### src/dgc_regs.svh
// Register offsets, field positions, reset values and level constants
// for the dynamic range gain curve. Levels and gains are in 1/16 dB.
`ifndef DGC_REGS_SVH
`define DGC_REGS_SVH

`define DGC_OFS_MAIN        8'h1d
`define DGC_OFS_LIMITS      8'h1e
`define DGC_OFS_IN_KNEES    8'h20
`define DGC_OFS_OUT_KNEES   8'h21
`define DGC_OFS_LOW_SLOPES  8'h23
`define DGC_OFS_STATUS      8'h24

`define DGC_RST_MAIN        16'h0006
`define DGC_RST_LIMITS      16'h0c05
`define DGC_RST_IN_KNEES    16'h0000
`define DGC_RST_OUT_KNEES   16'h0003
`define DGC_RST_LOW_SLOPES  16'h0000
`define DGC_RST_ZERO        16'h0000

`define DGC_BIT_DYN_EN      7
`define DGC_BIT_GATE_EN     8
`define DGC_BIT_K2_DROP     13
`define DGC_FLD_K2_IN       12:8
`define DGC_FLD_K1_IN       7:2
`define DGC_FLD_K2_OUT      12:8
`define DGC_FLD_K1_OUT      7:3
`define DGC_FLD_UPPER       2:0
`define DGC_FLD_EXPAND      9:8
`define DGC_FLD_LOWER       7:5
`define DGC_FLD_GFLOOR      12:9
`define DGC_FLD_FLOOR       4:2
`define DGC_FLD_CEIL        1:0

`define DGC_MODE_RECORD     4'h0
`define DGC_MODE_PLAYBACK   4'h1

`define DGC_UPPER_ZERO      3'h5
`define DGC_LOWER_ZERO      3'h4
`define DGC_GFLOOR_TOP      4'hc

`define DGC_K1_STEP         24'sh00000c
`define DGC_K2_STEP         24'sh000018
`define DGC_K2_IN_TOP       24'shfffdc0
`define DGC_K2_OUT_TOP      24'shfffe20
`define DGC_DB_0            24'sh000000
`define DGC_DB_6            24'sh000060
`define DGC_DB_12           24'sh0000c0
`define DGC_DB_18           24'sh000120
`define DGC_DB_24           24'sh000180
`define DGC_DB_36           24'sh000240
`define DGC_DB_M12          24'shffff40
`define DGC_DB_M18          24'shfffee0
`define DGC_DB_M24          24'shfffe80
`define DGC_DB_M36          24'shfffdc0

`define DGC_FIFO_WIDTH      17
`define DGC_FIFO_DEPTH      16

`endif

### src/dgc_pkg.sv
// Types shared by the gain curve modules.
// Assumes dgc_regs.svh supplies all numeric constants.
package dgc_pkg;
  typedef logic signed [23:0] dgc_lvl_t;
  typedef logic [15:0]        dgc_word_t;
  typedef enum logic {DGC_PATH_RECORD, DGC_PATH_PLAYBACK} dgc_path_e;
  typedef enum logic [1:0] {DGC_RG_UPPER, DGC_RG_LOWER, DGC_RG_GATE} dgc_region_e;
endpackage

### src/dgc_stream_if.sv
// Valid/ready stream carrier between the gain curve modules.
// Assumes one clock shared by both ends.
`timescale 1ns/1ps
interface dgc_stream_if #(parameter int W = 17);
  logic         valid;
  logic         ready;
  logic [W-1:0] data;
  modport src (output valid, output data, input ready);
  modport snk (input valid, input data, output ready);
endinterface

### src/dgc_fifo.sv
// Flip-flop FIFO with valid/ready on both sides.
// Assumes synchronous active-high reset on the shared clock.
`timescale 1ns/1ps
module dgc_fifo
  import dgc_pkg::*;
#(
  parameter int W = 17,
  parameter int D = 16
) (
  input  wire logic   i_clk,
  input  wire logic   i_rst,
  dgc_stream_if.snk   s_in,
  dgc_stream_if.src   s_out
);
  localparam int AW = $clog2(D);

  logic [W-1:0]  mem_r [D];
  logic [AW-1:0] wr_ptr_r;
  logic [AW-1:0] rd_ptr_r;
  logic [AW:0]   count_r;
  logic [AW:0]   count_nxt;
  logic          ready_r;
  logic          push;
  logic          pop;

  assign push        = s_in.valid && ready_r;
  assign pop         = s_out.valid && s_out.ready;
  assign s_in.ready  = ready_r;
  assign s_out.valid = (count_r != '0);
  assign s_out.data  = mem_r[rd_ptr_r];

  always_comb begin
    count_nxt = count_r;
    if (push && !pop) begin
      count_nxt = count_r + 1'b1;
    end else if (pop && !push) begin
      count_nxt = count_r - 1'b1;
    end
  end

  always_ff @(posedge i_clk) begin
    if (push) begin
      mem_r[wr_ptr_r] <= s_in.data;
    end
  end

  // Ready is registered so full stays honest without a comb path back
  always_ff @(posedge i_clk) begin
    if (i_rst) begin
      wr_ptr_r <= '0;
      rd_ptr_r <= '0;
      count_r  <= '0;
      ready_r  <= 1'b0;
    end else begin
      if (push) begin
        wr_ptr_r <= (wr_ptr_r == AW'(D - 1)) ? '0 : wr_ptr_r + 1'b1;
      end
      if (pop) begin
        rd_ptr_r <= (rd_ptr_r == AW'(D - 1)) ? '0 : rd_ptr_r + 1'b1;
      end
      count_r <= count_nxt;
      ready_r <= (count_nxt != (AW + 1)'(D));
    end
  end
endmodule

### src/dgc_top.sv
// Static gain curve of the dynamic range controller: knees, slopes,
// noise gate and gain limits, fed by a level stream through a FIFO.
// Assumes input levels are signed 1/16 dB relative to full scale.
// Summary of operation
// - Gain curve applies only while dyn_enable is set; unity gain otherwise.
// - Gain goes to the record or playback path chosen by DSP mode.
// - Above knee1 use upper_slope; between knee1 and gate use lower_slope.
// - Gate disabled: knee2 and expansion ignored, lower_slope everywhere below knee1.
// - Gate region slope from gate_expansion: 1, 2, 4 or 8.
// - knee2_drop_enable steps output down to knee2_out_level; else continuous.
// - knee2_in_level: -36 dB minus 1.5 dB per code.
// - knee1_in_level: 0 dB minus 0.75 dB per code, to -47.25 dB.
// - knee2_out_level: -30 dB minus 1.5 dB per code, only with drop.
// - knee1_out_level: 0 dB minus 0.75 dB per code, to -23.25 dB.
// - upper_slope codes select 1, 1/2, 1/4, 1/8, 1/16, 0.
// - lower_slope codes select 1, 1/2, 1/4, 1/8, 0.
// - Slope 1 keeps gain constant, slope 0 holds output fixed.
// - Full-scale output level derived from knee1 points and upper_slope.
// - Gain held above floor or gate floor, below ceiling.
// - gate_floor_gain: -36 dB plus 6 dB per code, saturating at 36 dB.
// - floor_gain selects 0, -12, -18, -24 or -36 dB.
// - ceiling_gain selects 12, 18, 24 or 36 dB.
`timescale 1ns/1ps
`include "dgc_regs.svh"
module dgc_top
  import dgc_pkg::*;
(
  input  wire logic         I_CLK,
  input  wire logic         I_RST,
  input  wire logic         I_REG_WE,
  input  wire logic         I_REG_RE,
  input  wire logic [7:0]   I_REG_ADDR,
  input  wire logic [15:0]  I_REG_WDATA,
  output logic      [15:0]  O_REG_RDATA,
  input  wire logic [3:0]   I_DSP_MODE,
  input  wire logic         I_IN_VALID,
  input  wire logic         I_IN_PATH,
  input  wire logic [15:0]  I_IN_LEVEL,
  output logic              O_IN_READY,
  output logic              O_GAIN_VALID,
  output logic              O_GAIN_PATH,
  output logic      [15:0]  O_GAIN,
  input  wire logic         I_OUT_READY
);

  ////////////////////////////////////////////////////////////////////////
  // Register file

  dgc_word_t main_r;
  dgc_word_t limits_r;
  dgc_word_t in_knees_r;
  dgc_word_t out_knees_r;
  dgc_word_t low_slopes_r;
  dgc_word_t status_r;
  dgc_word_t rdata_r;

  function automatic dgc_word_t reg_read(input logic [7:0] a,
                                         input dgc_word_t m, input dgc_word_t l,
                                         input dgc_word_t ki, input dgc_word_t ko,
                                         input dgc_word_t ls, input dgc_word_t st);
    dgc_word_t v;
    v = `DGC_RST_ZERO;
    unique case (a)
      `DGC_OFS_MAIN:       v = m;
      `DGC_OFS_LIMITS:     v = l;
      `DGC_OFS_IN_KNEES:   v = ki;
      `DGC_OFS_OUT_KNEES:  v = ko;
      `DGC_OFS_LOW_SLOPES: v = ls;
      `DGC_OFS_STATUS:     v = st;
      default:             v = `DGC_RST_ZERO;
    endcase
    return v;
  endfunction

  always_ff @(posedge I_CLK) begin
    if (I_RST) begin
      main_r       <= `DGC_RST_MAIN;
      limits_r     <= `DGC_RST_LIMITS;
      in_knees_r   <= `DGC_RST_IN_KNEES;
      out_knees_r  <= `DGC_RST_OUT_KNEES;
      low_slopes_r <= `DGC_RST_LOW_SLOPES;
    end else if (I_REG_WE) begin
      if (I_REG_ADDR == `DGC_OFS_MAIN)       main_r       <= I_REG_WDATA;
      if (I_REG_ADDR == `DGC_OFS_LIMITS)     limits_r     <= I_REG_WDATA;
      if (I_REG_ADDR == `DGC_OFS_IN_KNEES)   in_knees_r   <= I_REG_WDATA;
      if (I_REG_ADDR == `DGC_OFS_OUT_KNEES)  out_knees_r  <= I_REG_WDATA;
      if (I_REG_ADDR == `DGC_OFS_LOW_SLOPES) low_slopes_r <= I_REG_WDATA;
    end
  end

  always_ff @(posedge I_CLK) begin
    if (I_RST) begin
      rdata_r <= `DGC_RST_ZERO;
    end else if (I_REG_RE) begin
      rdata_r <= reg_read(I_REG_ADDR, main_r, limits_r, in_knees_r, out_knees_r,
                          low_slopes_r, status_r);
    end
  end
  assign O_REG_RDATA = rdata_r;

  logic       dyn_en;
  logic       gate_en;
  logic       k2_drop;
  logic [2:0] up_code;
  logic [2:0] lo_code;
  logic [1:0] exp_code;
  assign dyn_en   = main_r[`DGC_BIT_DYN_EN];
  assign gate_en  = main_r[`DGC_BIT_GATE_EN];
  assign k2_drop  = out_knees_r[`DGC_BIT_K2_DROP];
  assign up_code  = out_knees_r[`DGC_FLD_UPPER];
  assign lo_code  = low_slopes_r[`DGC_FLD_LOWER];
  assign exp_code = low_slopes_r[`DGC_FLD_EXPAND];

  ////////////////////////////////////////////////////////////////////////
  // Level stream buffering

  dgc_stream_if #(.W(`DGC_FIFO_WIDTH)) in_if ();
  dgc_stream_if #(.W(`DGC_FIFO_WIDTH)) head_if ();

  assign in_if.valid = I_IN_VALID;
  assign in_if.data  = {I_IN_PATH, I_IN_LEVEL};
  assign O_IN_READY  = in_if.ready;

  dgc_fifo #(
    .W (`DGC_FIFO_WIDTH),
    .D (`DGC_FIFO_DEPTH)
  ) u_fifo (
    .i_clk (I_CLK),
    .i_rst (I_RST),
    .s_in  (in_if.snk),
    .s_out (head_if.src)
  );

  logic gain_valid_r;
  logic pop;
  // Output stall reaches the FIFO, which then backs up to the source
  assign head_if.ready = !gain_valid_r || I_OUT_READY;
  assign pop           = head_if.valid && head_if.ready;

  ////////////////////////////////////////////////////////////////////////
  // Curve points and slopes

  // Slope as right shift; reserved codes behave as slope 0
  function automatic dgc_lvl_t upper_apply(input dgc_lvl_t d, input logic [2:0] c);
    return (c < `DGC_UPPER_ZERO) ? (d >>> c) : `DGC_DB_0;
  endfunction

  function automatic dgc_lvl_t lower_apply(input dgc_lvl_t d, input logic [2:0] c);
    return (c < `DGC_LOWER_ZERO) ? (d >>> c) : `DGC_DB_0;
  endfunction

  function automatic dgc_lvl_t code_lvl(input logic [5:0] c);
    return dgc_lvl_t'({18'h0, c});
  endfunction

  dgc_lvl_t k1_in;
  dgc_lvl_t k1_out;
  dgc_lvl_t k2_in;
  dgc_lvl_t k2_out;
  dgc_lvl_t y0_r;
  dgc_lvl_t floor_v;
  dgc_lvl_t gfloor_v;
  dgc_lvl_t ceil_v;

  assign k1_in  = `DGC_DB_0 - code_lvl(in_knees_r[`DGC_FLD_K1_IN]) * `DGC_K1_STEP;
  assign k1_out = `DGC_DB_0 - code_lvl({1'b0, out_knees_r[`DGC_FLD_K1_OUT]}) * `DGC_K1_STEP;
  assign k2_in  = `DGC_K2_IN_TOP
                - code_lvl({1'b0, in_knees_r[`DGC_FLD_K2_IN]}) * `DGC_K2_STEP;
  assign k2_out = `DGC_K2_OUT_TOP
                - code_lvl({1'b0, out_knees_r[`DGC_FLD_K2_OUT]}) * `DGC_K2_STEP;

  // Full-scale output level is derived, never software-written
  always_ff @(posedge I_CLK) begin
    if (I_RST) begin
      y0_r <= `DGC_DB_0;
    end else begin
      y0_r <= k1_out + upper_apply(`DGC_DB_0 - k1_in, up_code);
    end
  end

  always_comb begin
    unique case (limits_r[`DGC_FLD_FLOOR])
      3'h0:    floor_v = `DGC_DB_0;
      3'h1:    floor_v = `DGC_DB_M12;
      3'h2:    floor_v = `DGC_DB_M18;
      3'h3:    floor_v = `DGC_DB_M24;
      3'h4:    floor_v = `DGC_DB_M36;
      default: floor_v = `DGC_DB_0;
    endcase
  end

  always_comb begin
    unique case (limits_r[`DGC_FLD_CEIL])
      2'h0: ceil_v = `DGC_DB_12;
      2'h1: ceil_v = `DGC_DB_18;
      2'h2: ceil_v = `DGC_DB_24;
      2'h3: ceil_v = `DGC_DB_36;
    endcase
  end

  // Codes past the top saturate at 36 dB
  always_comb begin
    if (limits_r[`DGC_FLD_GFLOOR] >= `DGC_GFLOOR_TOP) begin
      gfloor_v = `DGC_DB_36;
    end else begin
      gfloor_v = `DGC_DB_M36 + code_lvl({2'h0, limits_r[`DGC_FLD_GFLOOR]}) * `DGC_DB_6;
    end
  end

  ////////////////////////////////////////////////////////////////////////
  // Gain computation for the sample at the FIFO head

  dgc_lvl_t    x;
  dgc_lvl_t    y;
  dgc_lvl_t    y_knee2;
  dgc_lvl_t    g_raw;
  dgc_lvl_t    g_lim;
  dgc_region_e region;
  logic        apply;

  assign x = dgc_lvl_t'($signed(head_if.data[15:0]));

  always_comb begin
    if (x >= k1_in) begin
      region = DGC_RG_UPPER;
    end else if (gate_en && (x < k2_in)) begin
      region = DGC_RG_GATE;
    end else begin
      region = DGC_RG_LOWER;
    end
  end

  // Without the drop, the gate starts where the lower slope ends
  assign y_knee2 = k2_drop ? k2_out : k1_out - lower_apply(k1_in - k2_in, lo_code);

  always_comb begin
    unique case (region)
      DGC_RG_UPPER: y = y0_r + upper_apply(x, up_code);
      DGC_RG_LOWER: y = k1_out - lower_apply(k1_in - x, lo_code);
      DGC_RG_GATE:  y = y_knee2 - ((k2_in - x) <<< exp_code);
    endcase
  end

  assign g_raw = y - x;

  // Ceiling checked last so it wins over a floor set above it
  always_comb begin
    g_lim = g_raw;
    if (region == DGC_RG_GATE) begin
      if (g_lim < gfloor_v) g_lim = gfloor_v;
    end else begin
      if (g_lim < floor_v) g_lim = floor_v;
    end
    if (g_lim > ceil_v) g_lim = ceil_v;
  end

  assign apply = dyn_en &&
                 (((I_DSP_MODE == `DGC_MODE_RECORD) && !head_if.data[16]) ||
                  ((I_DSP_MODE == `DGC_MODE_PLAYBACK) && head_if.data[16]));

  ////////////////////////////////////////////////////////////////////////
  // Output stage

  logic [15:0] gain_r;
  logic        gain_path_r;

  always_ff @(posedge I_CLK) begin
    if (I_RST) begin
      gain_valid_r <= 1'b0;
    end else if (pop) begin
      gain_valid_r <= 1'b1;
    end else if (I_OUT_READY) begin
      gain_valid_r <= 1'b0;
    end
  end

  always_ff @(posedge I_CLK) begin
    if (I_RST) begin
      gain_r      <= `DGC_RST_ZERO;
      gain_path_r <= 1'b0;
    end else if (pop) begin
      gain_r      <= apply ? g_lim[15:0] : `DGC_RST_ZERO;
      gain_path_r <= head_if.data[16];
    end
  end

  // Last applied gain, visible to software
  always_ff @(posedge I_CLK) begin
    if (I_RST) begin
      status_r <= `DGC_RST_ZERO;
    end else if (pop && apply) begin
      status_r <= g_lim[15:0];
    end
  end

  assign O_GAIN_VALID = gain_valid_r;
  assign O_GAIN       = gain_r;
  assign O_GAIN_PATH  = gain_path_r;
endmodule

### config.mk
export PLATFORM = sky130hd
export DESIGN_NAME = dgc_top
export DESIGN_NICKNAME = d
export VERILOG_FILES = /design/src/dgc_pkg.sv /design/src/dgc_stream_if.sv /design/src/dgc_fifo.sv /design/src/dgc_top.sv
export VERILOG_INCLUDE_DIRS = /design/src
export SDC_FILE = /design/constraint.sdc
export NUM_CORES = 1
export LEC_CHECK = 0
export ABC_AREA = 0
export BUFFER_PORTS_ARGS = -buffer_cell sky130_fd_sc_hd__buf_2
export CORE_MARGIN = 2
export CORE_UTILIZATION = 45
export CTS_CLUSTER_DIAMETER = 120
export DETAILED_ROUTE_END_ITERATION = 12
export RECOVER_POWER = 100
export REMOVE_ABC_BUFFERS = 1
export SKIP_CTS_REPAIR_TIMING = 1
export SYNTH_ARGS = -nofsm -noshare
export SYNTH_HDL_FRONTEND = slang
export SYNTH_HIERARCHICAL = 1
export SYNTH_SLANG_ARGS = --single-unit
### constraint.sdc
create_clock -name I_CLK -period 18.5 [get_ports I_CLK]
set_input_delay 3.7 -clock I_CLK [delete_from_list [all_inputs] [get_ports I_CLK]]
set_output_delay 3.7 -clock I_CLK [all_outputs]
set_load 0.1 [all_outputs]
-- After elaboration in Yosys (flattened, before gate mapping)
Memory sizes are Yosys's and may differ from the RTL's. A register that Yosys moved wholly into a read port is not among the register bits.
Index checks and enable logic that the tools add are counted.
- register bits: 168
- bits in writable memories: 272
- input port bits: 51
- output and inout port bits: 35
- memories kept: 1
- add/subtract/negate cells: 19
- $mul: 5
- magnitude comparators: 8
- eq/ne operators: 19
- shift operators: 5
- mux-type cells: 27
- reductions and logical operators: 25
- memories (memory ; depth ; width ; read ports ; clocked after Yosys merged registers in ; wr ports ; RTL line ; text):
    u_fifo.mem_r ; 16 ; 17 ; 1 ; 1 ; 1 ; dgc_fifo.sv:17 ; logic [W-1:0] mem_r [D];
- operators with widths (kind ; count):
    $mux W24 ; 9
    $pmux W24 S4 ; 2
    $pmux W16 S6 ; 1
    $pmux W24 S3 ; 1
    $lt A24 B24 Y1 ; 2
    $sub A10 B24 Y24 ; 2
    $eq A8 B6 Y1 const B ; 4
    $mux W16 ; 2
    $add A10 B24 Y24 ; 1
    $add A24 B24 Y24 ; 1
    $gt A24 B24 Y1 ; 1
    $sshl A17 B2 Y24 ; 1
    $sshr A12 B3 Y24 ; 1
    $sshr A13 B3 Y24 ; 1
    $sshr A16 B3 Y24 ; 1
    $sshr A17 B3 Y24 ; 1
    $sub A24 B16 Y24 ; 1
    $sub A24 B24 Y24 ; 1
    $mul A5 B2 Y7 const B ; 3
    $sub A11 B16 Y17 ; 1
    $sub A12 B16 Y17 ; 1
    $eq A8 B5 Y1 const B ; 2
    $ge A16 B11 Y1 ; 1
    $lt A16 B12 Y1 ; 1
    34 further kinds ; 66

-- Longest topological paths before layout
Gate-level depths: netlist of run 1.
- word-level depth: 16
- mapped depth: 74
- mapped depth without buffers: 71

-- Modules after synthesis
Netlist of run 1, hierarchy kept.
- by module, submodules not included (module ; instances ; cells an instance ; area an instance (um^2)):
    dgc_top ; 1 ; 2447 ; 17994.8
    dgc_fifo ; 1 ; 500 ; 11175.7

-- Least setup slack after synthesis of run 1
OpenSTA, ideal clock, no wires.
- path kind: register to register
- from: register in_knees_r[2]
- to: register status_r[5]
- setup time: 86 ps
- arrival time: 12556 ps
- required time: 18414 ps
- path slack: 5858 ps
- stages on the path, launching flop included: 65
- buffers on the path: 2
- cells stage by stage: dfxtp_1 > clkbuf_1 > inv_1 > ha_1 > nor3b_1 > xnor2_1 > inv_1 > ha_1 > a21o_1 > a21oi_1 > o21bai_1 > a21oi_1 > inv_1 > a21oi_1 > o21bai_1 > xnor2_1 > nand2_1 > o21ai_0 > [29 not listed] > nand2_1 > nor3_1 > o2111ai_1 > o211ai_1 > clkbuf_1 > nor2_1 > a211oi_1 > a31oi_1 > ha_1 > nand3_1 > or4_1 > o21ai_0 > o2111ai_1 > o41ai_1 > or4b_4 > o32ai_4 > mux2_2 > a211oi_1
- cells in the longest elaborated chain, start to end: 15
- RTL lines (what ; RTL line ; text):
    from (decl) ; dgc_top.sv:51 ; dgc_word_t in_knees_r;
    from (signal assigned) ; dgc_top.sv:79 ; in_knees_r <= `DGC_RST_IN_KNEES;
    $mul A6 B2 Y8 (no line) * ; n/a ;
    $sub A1 B10 Y11 (no line) * ; n/a ;
    $sub A11 B12 Y13 ; dgc_top.sv:234 ; assign y_knee2 = k2_drop ? k2_out : k1_out - lower_apply(k1_in - k2_in, lo_code);
    $sshr A13 B3 Y24 ; dgc_top.sv:149 ; return (c < `DGC_LOWER_ZERO) ? (d >>> c) : `DGC_DB_0;
    $mux W24 (no line) ; n/a ;
    $sub A10 B24 Y24 ; dgc_top.sv:234 ;
    $mux W24 ; dgc_top.sv:234 ;
    $sub A24 B24 Y24 ; dgc_top.sv:240 ; DGC_RG_GATE: y = y_knee2 - ((k2_in - x) <<< exp_code);
    $pmux W24 S3 ; dgc_top.sv:237 ; unique case (region)
    $sub A24 B16 Y24 ; dgc_top.sv:244 ; assign g_raw = y - x;
    $lt A24 B24 Y1, on equally long branches ; dgc_top.sv:252, dgc_top.sv:250 ;
    $mux W24, on equally long branches ; dgc_top.sv:252, dgc_top.sv:250 ;
    $mux W24 * ; dgc_top.sv:249 ; if (region == DGC_RG_GATE) begin
    $gt A24 B24 Y1 ; dgc_top.sv:254 ; if (g_lim > ceil_v) g_lim = ceil_v;
    $mux W16 * ; dgc_top.sv:254 ;
    to (signal assigned) ; dgc_top.sv:290 ; status_r <= `DGC_RST_ZERO;
    to (signal assigned) ; dgc_top.sv:292 ; status_r <= g_lim[15:0];
    to (decl) ; dgc_top.sv:54 ; dgc_word_t status_r;
Every way passes the cells marked *; elsewhere a longest branch is shown, timed or not.
A chain may end at the register's enable or synchronous reset.

-- Worst setup path in the final report of run 1
- from: register in_knees_r[2]
- to: register gain_r[13] (netlist: O_GAIN[13])
- cells in the longest elaborated chain, start to end: 16
- RTL lines (what ; RTL line ; text):
    $mul A6 B2 Y8 (no line) * ; n/a ;
    $sub A1 B10 Y11 (no line) * ; n/a ;
    $sub A11 B12 Y13 ; dgc_top.sv:234 ;
    $sshr A13 B3 Y24 ; dgc_top.sv:149 ;
    $mux W24 (no line) ; n/a ;
    $sub A10 B24 Y24 ; dgc_top.sv:234 ;
    $mux W24 ; dgc_top.sv:234 ;
    $sub A24 B24 Y24 ; dgc_top.sv:240 ;
    $pmux W24 S3 ; dgc_top.sv:237 ;
    $sub A24 B16 Y24 ; dgc_top.sv:244 ;
    $lt A24 B24 Y1, on equally long branches ; dgc_top.sv:252, dgc_top.sv:250 ;
    $mux W24, on equally long branches ; dgc_top.sv:252, dgc_top.sv:250 ;
    $mux W24 * ; dgc_top.sv:249 ;
    $gt A24 B24 Y1 ; dgc_top.sv:254 ;
    $mux W16 * ; dgc_top.sv:254 ;
    $mux W16 (no line) * ; n/a ;
    to (signal assigned) ; dgc_top.sv:279 ; gain_r <= `DGC_RST_ZERO;
    to (signal assigned) ; dgc_top.sv:282 ; gain_r <= apply ? g_lim[15:0] : `DGC_RST_ZERO;
    to (decl) ; dgc_top.sv:264 ; logic [15:0] gain_r;
Marked as above.

==> reports/metrics.yaml, run 1 <==
pwr:
  p_switching_uw: 2521
  irDropWorstVdd_uv: 212.8
  pwr-share-clk_pct: 17.5
  seq_power_share_pct: 20.2
  comb_power_share_pct: 62.3
  switching_share_pct: 46.48
  power.leakage_uw: 0.01197
  powerDensity_mw_per_mm2: 170.5
  p_int_uw: 2903
die:
  coreArea_sq_mm: 0.06423
  start_util_pct: 45.41
  row_count: 93
  dieArea_sq_mm: 0.06688
  die_w_microns: 258.6
  die_y_microns: 258.6
  boundaryPins: 86
sta:
  fin_skew_ps: 21.91
  hold_viol: 0
  max_slew_margin_pct: -132.7
  finalSetupViolCount: 0
  worstMarginPinSlew_ps: 3490
  fin_crit_ps: 15930
  timing.fmax_ghz: 0.06277
  slew_viol_final: 292
  postLayoutSetupSlackWorst_ps: 2568
  rsz0062_at_grt: "false"
  fin_setup_tns_ps: 0
  min_period_over_period_pct: 86.12
clocking:
  ctsHtreeMaxLevel: 2
  clock-root-buffer: "clkbuf_16"
  clk_pin_slew_ps: 60
  clk_latency_ps: 600
  clock-sinks: 444
  tritoncts: "yes"
  cts_buffer_depth: 3
  numCtsBuffers: 47
worst_setup_path:
  cp-end-kind: "flop"
  max_stage_delay_ps: 930
  critPathRequiredTime_ps: 19020
  crit_slowest_cell: "o31ai_1"
  startpoint: "in_knees_r[2]"
  worstSetupPathType: "flop to flop"
  arrival_ps: 16450
  startpoint_type: "flop"
  regToRegStartpoint: "in_knees_r[2]"
  crit_path_max_fanout: 19
  cpMostUsedCell: "ha_1"
min_path:
  hold_start: "low_slopes_r[12]"
  hp-class: "flop to flop"
route:
  drt_pass1_iterations: 6
  drc: 0
  avgViaCountPerCell: 5.961
  vias: 23090
  drtIter0Drc: 1780
  wl_mm: 84.24
  wire_per_inst_microns: 21.75
  drtAntennaViolNets: 0
outcome:
  run_status: "complete, but fails checks"
  failed_checks: "max-capacitance violations, max-slew violations"
place:
  io_buffers: 85
  hpwl_mm: 61.45
  post-place-cells: 3787
  pre_cts_ws_ps: 3593
  gp_congestion: 0.9414
grt:
  grt_max_degree: 76
  grt_pass1_vias: 22550
  grt_pass1_wl_mm: 130.2
  grt_use_total_pct: 24.97
  antenna_found_initial: 2
  globalRoute.totalOverflow: 0
flow_run:
  max_cap_viol_count: 11
layout:
  layout.nets: 3270
  layout.filler_cells: 5919
  instances_no_fill: 3873
  utilization_pct: 49.53
  area_delta_synth_final_pct: 9.059
  drive_gt1_share_pct: 8.952
yosys:
  synth_seq_cells: 444
  ys_warn_count: 6
  async_flop_share_pct: 0
  yosys_most_used_dff: "edfxtp_1"
  ys_types: 97
  syn_inst: 2947
  synth_edf_count: 272
  synth_area_sq_mm: 0.02917
  ys_seq_area_share_pct: 39.80
  synth.avg_cell_area_sq_um: 9.898
-- synth_stat cells (all sizes together), types with 23 or more instances --
cell | count | share of area, %
mux2i | 51 | 1.8
inv | 121 | 1.6
a22oi | 36 | 0.93
o21a | 30 | 0.77
nand2 | 343 | 4.4
nor3 | 43 | 0.74
nor2 | 211 | 2.7
edfxtp | 272 | 28
xnor2 | 111 | 3.3
dfxtp | 172 | 12
o21ai | 147 | 2.5
a311oi | 23 | 0.69
ha | 228 | 9.8
nand4 | 24 | 0.51
nand3 | 36 | 0.62
a21o | 68 | 1.8
buf | 31 | 0.59
o21bai | 26 | 0.67
a211oi | 41 | 1.1
a21oi | 300 | 5.2
xor2 | 59 | 1.8
clkbuf | 107 | 1.4
and2 | 34 | 0.74
nor2b | 26 | 0.56
nand2b | 27 | 0.58
mux4 | 88 | 6.8
-- per-stage QoR --
step	hold slack [ps]	power, uW	instance area [sq um]
2_1_floorplan	425.5	3556	28600
3_3_place_gp	437.9	4417	30420
3_5_place_dp	444.9	4471	30420
4_1_cts	453.1	5436	31980
5_1_grt	470.7	5829	31810
6_report	452.7	5424	31810
-- state kept, by name, indices dropped and copies added (netlist names), 4 cells and up, named ones only --
register	count
O_GAIN	16
O_REG_RDATA	16
in_knees_r	16
limits_r	16
low_slopes_r	16
main_r	16
out_knees_r	16
status_r	16
u_fifo/count_r	5
u_fifo/mem_r	272
u_fifo/rd_ptr_r	4
u_fifo/wr_ptr_r	4
y0_r	24
-- final cells by class --
class	instances	area [sq um]	share of cell area, %
Clock inverter	28	285.3	0.8967
Antenna cell	2	5.005	0.01573
Tap cell	855	1070	3.363
Inverter	123	461.7	1.451
Clock buffer	56	1271	3.996
Timing Repair Buffer	123	578.1	1.817
Multi-Input combinational cell	2242	16520	51.94
Sequential cell	444	11620	36.52
-- cell families (layout without fill, tap and decap cells) --
family | Yosys count | in the layout | share of synthesized area, %
and+or+nand+nor | 849 | 849 | 13.55
AOI/OAI and AO/OA | 831 | 831 | 18.40
DFF | 444 | 444 | 39.80
buffers and inverters | 261 | 330 | 3.551
adders and majority gates | 238 | 238 | 10.47
xor gates and xnor gates | 170 | 170 | 5.104
muxes | 154 | 154 | 9.123
other | 0 | 2 | 0
-- placed cells by master (no fill, tap or decap), drive strengths merged, types with 11 or more instances in the layout --
cell type  netlist  layout
nand2          343     343
a21oi          300     300
edfxtp         272     272
ha             228     228
nor2           211     211
dfxtp          172     172
o21ai          147     147
clkbuf         107     128
inv            121     122
xnor2          111     111
mux4            88      88
a21o            68      68
xor2            59      59
mux2i           51      51
buf             31      51
nor3            43      43
a211oi          41      41
nand3           36      36
a22oi           36      36
and2            34      34
o21a            30      30
nand2b          27      27
nor2b           26      26
o21bai          26      26
nand4           24      24
a311oi          23      23
clkinv           2      19
or2             18      18
or3             18      18
o211ai          18      18
mux2            15      15
a31oi           14      14
and3            14      14
nand3b          14      14
a32o            13      13
o22ai           11      11
o31ai           11      11
-- critical path: cells and delay by family, from the launching register on --
kind	cells	cell delay, ps
simple gates	17	3650
xor+xnor	5	1350
buf+inv	2	120
compound gates	21	7490
fa+ha+maj	8	2550
flops	1	660
-- final timing paths --
check	to	slack, ps	cells past startpoint
setup reg to reg	O_GAIN[13]	2570	53
hold reg to reg	low_slopes_r[12]	450	2
setup / recovery	O_GAIN[13]	2570	53
hold / removal	low_slopes_r[12]	450	2
-- per-layer routing --
metal	routed length, microns	up-vias	track usage (%)
li1	-	11010	-
met3	4122	163	2.631
met4	3049	0	8.831
met2	40870	663	43.16
met1	36200	11250	32.53
met5	0	-	0
-- power by group through the flow --
stage	sequential (uW)	clock [uW]	combinational, uW
floorplan	1170	0	2390
global placement	1120	0	3300
detailed placement	1120	0	3350
CTS	1100	965	3370
global route	1100	1000	3720
finish	1100	947	3380
(Power assumes the default switching activity.)
==> run 2, diff against run 1 <==
- CTS_BUF_LIST: unset -> sky130_fd_sc_hd__clkbuf_4 sky130_fd_sc_hd__clkbuf_8
- RECOVER_POWER: 100 -> 50
==> run 2 against run 1 <==
Net effect:
- critical path depth is the same
- sequential power barely moved
- hold slack worse by 0.61 ps
- the run still ends with max-capacitance violations, max-slew violations left
- final cell count is 1.2% higher
- maximum frequency grew 5.9%
- clock power shrank 4.4%
- final area grew 0.22%
- register-to-register slack gained 890 ps
- largest cell class unchanged
- sequential share of layout area decreased by 0.082 points
- power fell by 0.59%
==> reports/metrics.yaml, run 2 (synthesis gave the netlist of run 1 again) <==
clocking:
  ctsHtreeMaxLevel: 3
  clk_pin_slew_ps: 60
  clock-root-buffer: "clkbuf_8"
  tritoncts: "yes"
  clock-sinks: 444
  clk_latency_ps: 670
  cts_buffer_depth: 3
  numCtsBuffers: 73
layout:
  layout_commonest_cell: "nand2_1"
  drive_gt1_share_pct: 11.96
  final_cell_mix: "nand2_1 (342), a21oi_1 (298), edfxtp_1 (272)"
  utilization_pct: 49.64
  top_regs: "u_fifo/mem_r: 272 flops, y0_r: 24 flops"
  layout.filler_cells: 5916
  top_register: "u_fifo/mem_r"
  largest_reg_flops: 272
  area_delta_synth_final_pct: 9.303
  fin_area_sq_mm: 0.03188
  layout.nets: 3296
pwr:
  seq_power_share_pct: 20.3
  power.leakage_uw: 0.01222
  switching_share_pct: 46.77
  comb_power_share_pct: 62.9
  irDropWorstVdd_uv: 211.4
  p_switching_uw: 2522
  p_int_uw: 2870
  powerDensity_mw_per_mm2: 169.1
  pwr-share-clk_pct: 16.8
sta:
  max_slew_margin_pct: -132.8
  worstMarginPinSlew_ps: 3492
  slew_viol_final: 109
  rsz0062_at_grt: "false"
  fin_crit_ps: 15050
  fin_skew_ps: 38.32
  fin_setup_tns_ps: 0
  finalSetupViolCount: 0
  min_period_over_period_pct: 81.33
  postLayoutSetupSlackWorst_ps: 3454
  hold_viol: 0
  timing.fmax_ghz: 0.06646
die:
  row_count: 93
  dieArea_sq_mm: 0.06688
  die_y_microns: 258.6
  die_w_microns: 258.6
  start_util_pct: 45.41
  coreArea_sq_mm: 0.06423
  boundaryPins: 86
worst_setup_path:
  worstSetupPathType: "flop to flop"
  crit_slowest_cell: "a2111oi_0"
  cpMostUsedCell: "ha_1"
  cp-end-kind: "flop"
  max_stage_delay_ps: 880
  crit_path_max_fanout: 19
  critPathRequiredTime_ps: 19080
  arrival_ps: 15620
  startpoint_type: "flop"
grt:
  grt_use_total_pct: 25.21
  antenna_found_initial: 3
  grt_pass1_wl_mm: 130.9
  top_usage_layer: "met2"
  met3_usage_pct: 3.208
  grt_pass1_vias: 22800
  grt_max_degree: 76
  met2_usage_pct: 43.03
  met1_usage_pct: 32.33
  globalRoute.totalOverflow: 0
route:
  drtIter0Drc: 1588
  vias: 23230
  wl_mm: 84.69
  drtAntennaViolNets: 0
  avgViaCountPerCell: 5.928
  drt_pass1_iterations: 7
  drc: 0
  wire_per_inst_microns: 21.62
place:
  gp_congestion: 0.9414
  pre_cts_ws_ps: 3593
  hpwl_mm: 61.45
  place_area_sq_mm: 0.03042
  io_buffers: 85
flow_run:
  max_cap_viol_count: 4
outcome:
  run_status: "complete, but fails checks"
  failed_checks: "max-capacitance violations, max-slew violations"
min_path:
  hp-class: "flop to flop"
-- run 2: worst paths after layout --
kind | start | endpoint | slack (ps) | cells past startpoint
setup / recovery | in_knees_r[2] | O_GAIN[13] | 3450 | 53
hold / removal | low_slopes_r[12] | low_slopes_r[12] | 450 | 2
setup reg to reg | in_knees_r[2] | O_GAIN[13] | 3450 | 53
hold reg to reg | low_slopes_r[12] | low_slopes_r[12] | 450 | 2
-- run 2: metal layers --
metal | wire [microns] | vias to the layer above
met4 | 3218 | 0
met2 | 40910 | 677
li1 | - | 11080
met3 | 4548 | 157
met5 | 0 | -
met1 | 36010 | 11310
-- run 2: final cells by class --
class                   instances  area [sq um]  share of cell area [%]
clock buffers                  98          1224                   3.838
flip-flops and latches        444         11620                   36.44
well taps                     855          1070                   3.355
diodes                          3         7.507                 0.02355
inverters                     123         461.7                   1.448
multi-input cells            2242         16560                   51.93
clock inverters                30         290.3                  0.9104
repair buffers                123         656.9                   2.060
-- run 2: metrics by stage --
step / power, uW / instances / hold WS (ps)
6_report: 5392 / 3918 / 452.0
3_5_place_dp: 4471 / 3787 / 444.9
3_3_place_gp: 4417 / 3787 / 437.9
2_1_floorplan: 3556 / 2809 / 425.5
4_1_cts: 5397 / 3915 / 452.8
5_1_grt: 5813 / 3917 / 471.9
-- run 2: power by group through the flow --
| stage | sequential, uW | combinational [uW] | clock, uW |
|---|---|---|---|
| 2_1_floorplan | 1170 | 2390 | 0 |
| 3_3_place_gp | 1120 | 3300 | 0 |
| 3_5_place_dp | 1120 | 3350 | 0 |
| 4_1_cts | 1100 | 3370 | 926 |
| 5_1_grt | 1100 | 3740 | 969 |
| 6_report | 1100 | 3390 | 905 |
-- run 2: worst max-delay path: cells and delay by family, from the launching register on --
kind                     cells  cell delay, ps
flip-flops                   1             660
AO/OA/AOI/OAI               21            6760
XOR/XNOR                     5            1350
buffers and inverters        2             120
adder cells (fa/ha/maj)      8            2550
AND/OR/NAND/NOR             17            3500
==> run 3, diff against run 2 <==
- ABC_AREA: 0 -> 1
- clock period: 18.5 -> 12.2 ns (I/O delays scaled with it)
==> run 3 against run 2 <==
Net effect:
- the flow still finishes with violations (max-capacitance violations, max-slew violations)
- final area up 3.2%
- clock power increased by 54%
- sequential cell count stayed put
- register-to-register slack worse by 2600 ps
- non-clock buffer count up 33
- global-route usage increased by 0.27 points
- maximum frequency grew 33%
- critical path type unchanged
==> reports/metrics.yaml, run 3 <==
die:
  die_y_microns: 260.6
  die_w_microns: 260.6
  row_count: 94
  dieArea_sq_mm: 0.06789
  start_util_pct: 45.22
  boundaryPins: 86
  coreArea_sq_mm: 0.06551
sta:
  worstMarginPinSlew_ps: 1642
  finalSetupViolCount: 0
  postLayoutSetupSlackWorst_ps: 901.6
  fin_skew_ps: 38.38
  hold_viol: 0
  slew_viol_final: 36
  fin_setup_tns_ps: 0
  timing.fmax_ghz: 0.08851
  min_period_over_period_pct: 92.61
  fin_crit_ps: 11300
  max_slew_margin_pct: -9.477
yosys:
  synth_edf_count: 272
  synth_top_area_share_pct: 27.57
  synth_area_leaders: "edfxtp_1 (28%), dfxtp_1 (12%), ha_1 (9.6%), nand2_1 (7.8%), a21oi_1 (6.8%)"
  synth_area_sq_mm: 0.02962
  yosys_most_used_dff: "edfxtp_1"
  async_flop_share_pct: 0
  ys_warn_count: 6
  synth.avg_cell_area_sq_um: 8.205
  synth_seq_cells: 444
  ys_types: 62
  ys_seq_area_share_pct: 39.20
  synth.most_common_cell: "nand2_1"
  syn_inst: 3610
  synthTopCellsByCount: "nand2_1 (613), inv_1 (427), a21oi_1 (404), o21ai_0 (320), edfxtp_1 (272)"
  synth_top_cell_by_area: "edfxtp_1"
grt:
  grt_pass1_wl_mm: 133.9
  antenna_found_initial: 2
  met1_usage_pct: 33.44
  globalRoute.totalOverflow: 0
  top_usage_layer: "met2"
  met3_usage_pct: 3.691
  grt_pass1_vias: 23450
  grt_max_degree: 82
  met2_usage_pct: 42.40
  grt_use_total_pct: 25.47
layout:
  layout.nets: 4005
  multiInputGateArea_sq_mm: 0.01598
  largest_reg_flops: 272
  layout_commonest_cell: "nand2_1"
  top_register: "u_fifo/mem_r"
  final_cell_mix: "nand2_1 (610), inv_1 (423), a21oi_1 (397)"
  area_delta_synth_final_pct: 11.05
  top_regs: "u_fifo/mem_r: 272 flops, y0_r: 24 flops"
  layout.filler_cells: 6399
  drive_gt1_share_pct: 10.95
  seq_area_sq_mm: 0.01162
worst_setup_path:
  startpoint_type: "flop"
  cp-end-kind: "flop"
  arrival_ps: 11820
  critPathRequiredTime_ps: 12720
  crit_path_max_fanout: 11
  crit_slowest_cell: "nor4_1"
  max_stage_delay_ps: 400
  cpMostUsedCell: "nand2_1"
  worstSetupPathType: "flop to flop"
route:
  drtAntennaViolNets: 0
  drt_pass1_iterations: 5
  vias: 25550
  drtIter0Drc: 1912
  wire_per_inst_microns: 18.99
  drc: 0
  avgViaCountPerCell: 5.508
  wl_mm: 88.06
flow_run:
  max_cap_viol_count: 2
clocking:
  ctsHtreeMaxLevel: 3
  clock-root-buffer: "clkbuf_8"
  cts_buffer_depth: 3
  tritoncts: "yes"
  clk_pin_slew_ps: 60
  numCtsBuffers: 75
  clock-sinks: 444
  clk_latency_ps: 680
outcome:
  failed_checks: "max-capacitance violations, max-slew violations"
  run_status: "complete, but fails checks"
place:
  io_buffers: 85
  gp_congestion: 0.9989
  pre_cts_ws_ps: 133.3
  hpwl_mm: 64.43
min_path:
  hp-class: "flop to flop"
pwr:
  irDropWorstVdd_uv: 273.6
  powerDensity_mw_per_mm2: 275.3
  power.leakage_uw: 0.01408
run 3: cell types whose count changed after synthesis, moves of 27 or more:
cell and change:
o21ai_0 +178, nand3_1 +128, xnor2_1 -64, o211ai_1 +73, nand2_1 +271, mux2i_1 +39
inv_1 +307, a22oi_1 -28, a211oi_1 -35, nand2b_1 -27, a21o_1 -61, mux4_2 -88
and2_1 -27, a21oi_1 +105
run 3: power by group:
part / internal, uW / total, uW / switching [uW]
Combinational: 2100 / 6020 / 3930
Clock: 767 / 1390 / 618
Sequential: 1620 / 1650 / 27.3
Total: 4480 / 9050 / 4570
run 3: kinds of logic (layout without fill, tap and decap cells):
family	Yosys count	count (layout)	synth area share, %
buffers and inverters	577	739	7.916
other	0	1	0
flip-flops	444	444	39.20
multiplexers	90	90	3.041
AO/OA/AOI/OAI	1001	1001	19.03
XOR/XNOR	131	131	3.873
AND/OR/NAND/NOR	1129	1130	16.63
adder cells (fa/ha/maj)	238	238	10.31
run 3: worst paths after layout:
kind,from,end,slack (ps),cells past startpoint
worst max-delay path,in_knees_r[3],status_r[7],900,72
worst min-delay path,low_slopes_r[3],low_slopes_r[3],450,2
worst max register to register,in_knees_r[3],status_r[7],900,72
worst min register to register,low_slopes_r[3],low_slopes_r[3],450,2
run 3: through the flow:
stage	std cells	area (sq um)	hold WS, ps	power, uW	utilization (%)
after floorplan	3482	28960	425.6	5837	-
after global placement	4490	31010	435.6	7310	47.34
after detailed placement	4490	31010	443.5	7320	47.34
after CTS	4624	32570	452.3	8727	49.72
after global routing	4638	32890	471.2	9895	50.21
final	4638	32890	449.1	9054	50.21
run 3: final cells by class:
cell class                      instances  area share, %
Tap cell                              864          3.287
Timing Repair Buffer                  156          2.929
Antenna cell                            1       0.007608
Multi-Input combinational cell       2590          48.58
Sequential cell                       444          35.33
Clock inverter                         20         0.5820
Clock buffer                          114          4.161
Inverter                              449          5.124
run 3: worst max-delay path, delay by kind of cell, from the launching register on:
family,cells,cell delay (ps)
adders and majority gates,8,2380
muxes,1,120
and+or+nand+nor,33,4280
AOI/OAI and AO/OA,20,2800
xor gates and xnor gates,4,780
DFF,1,340
buffers and inverters,6,380
run 3: metal layers:
layer | vias to the layer above | wire (microns)
met4 | 2 | 3491
li1 | 12720 | -
met1 | 11940 | 39020
met2 | 685 | 40980
met5 | - | 13
met3 | 194 | 4551
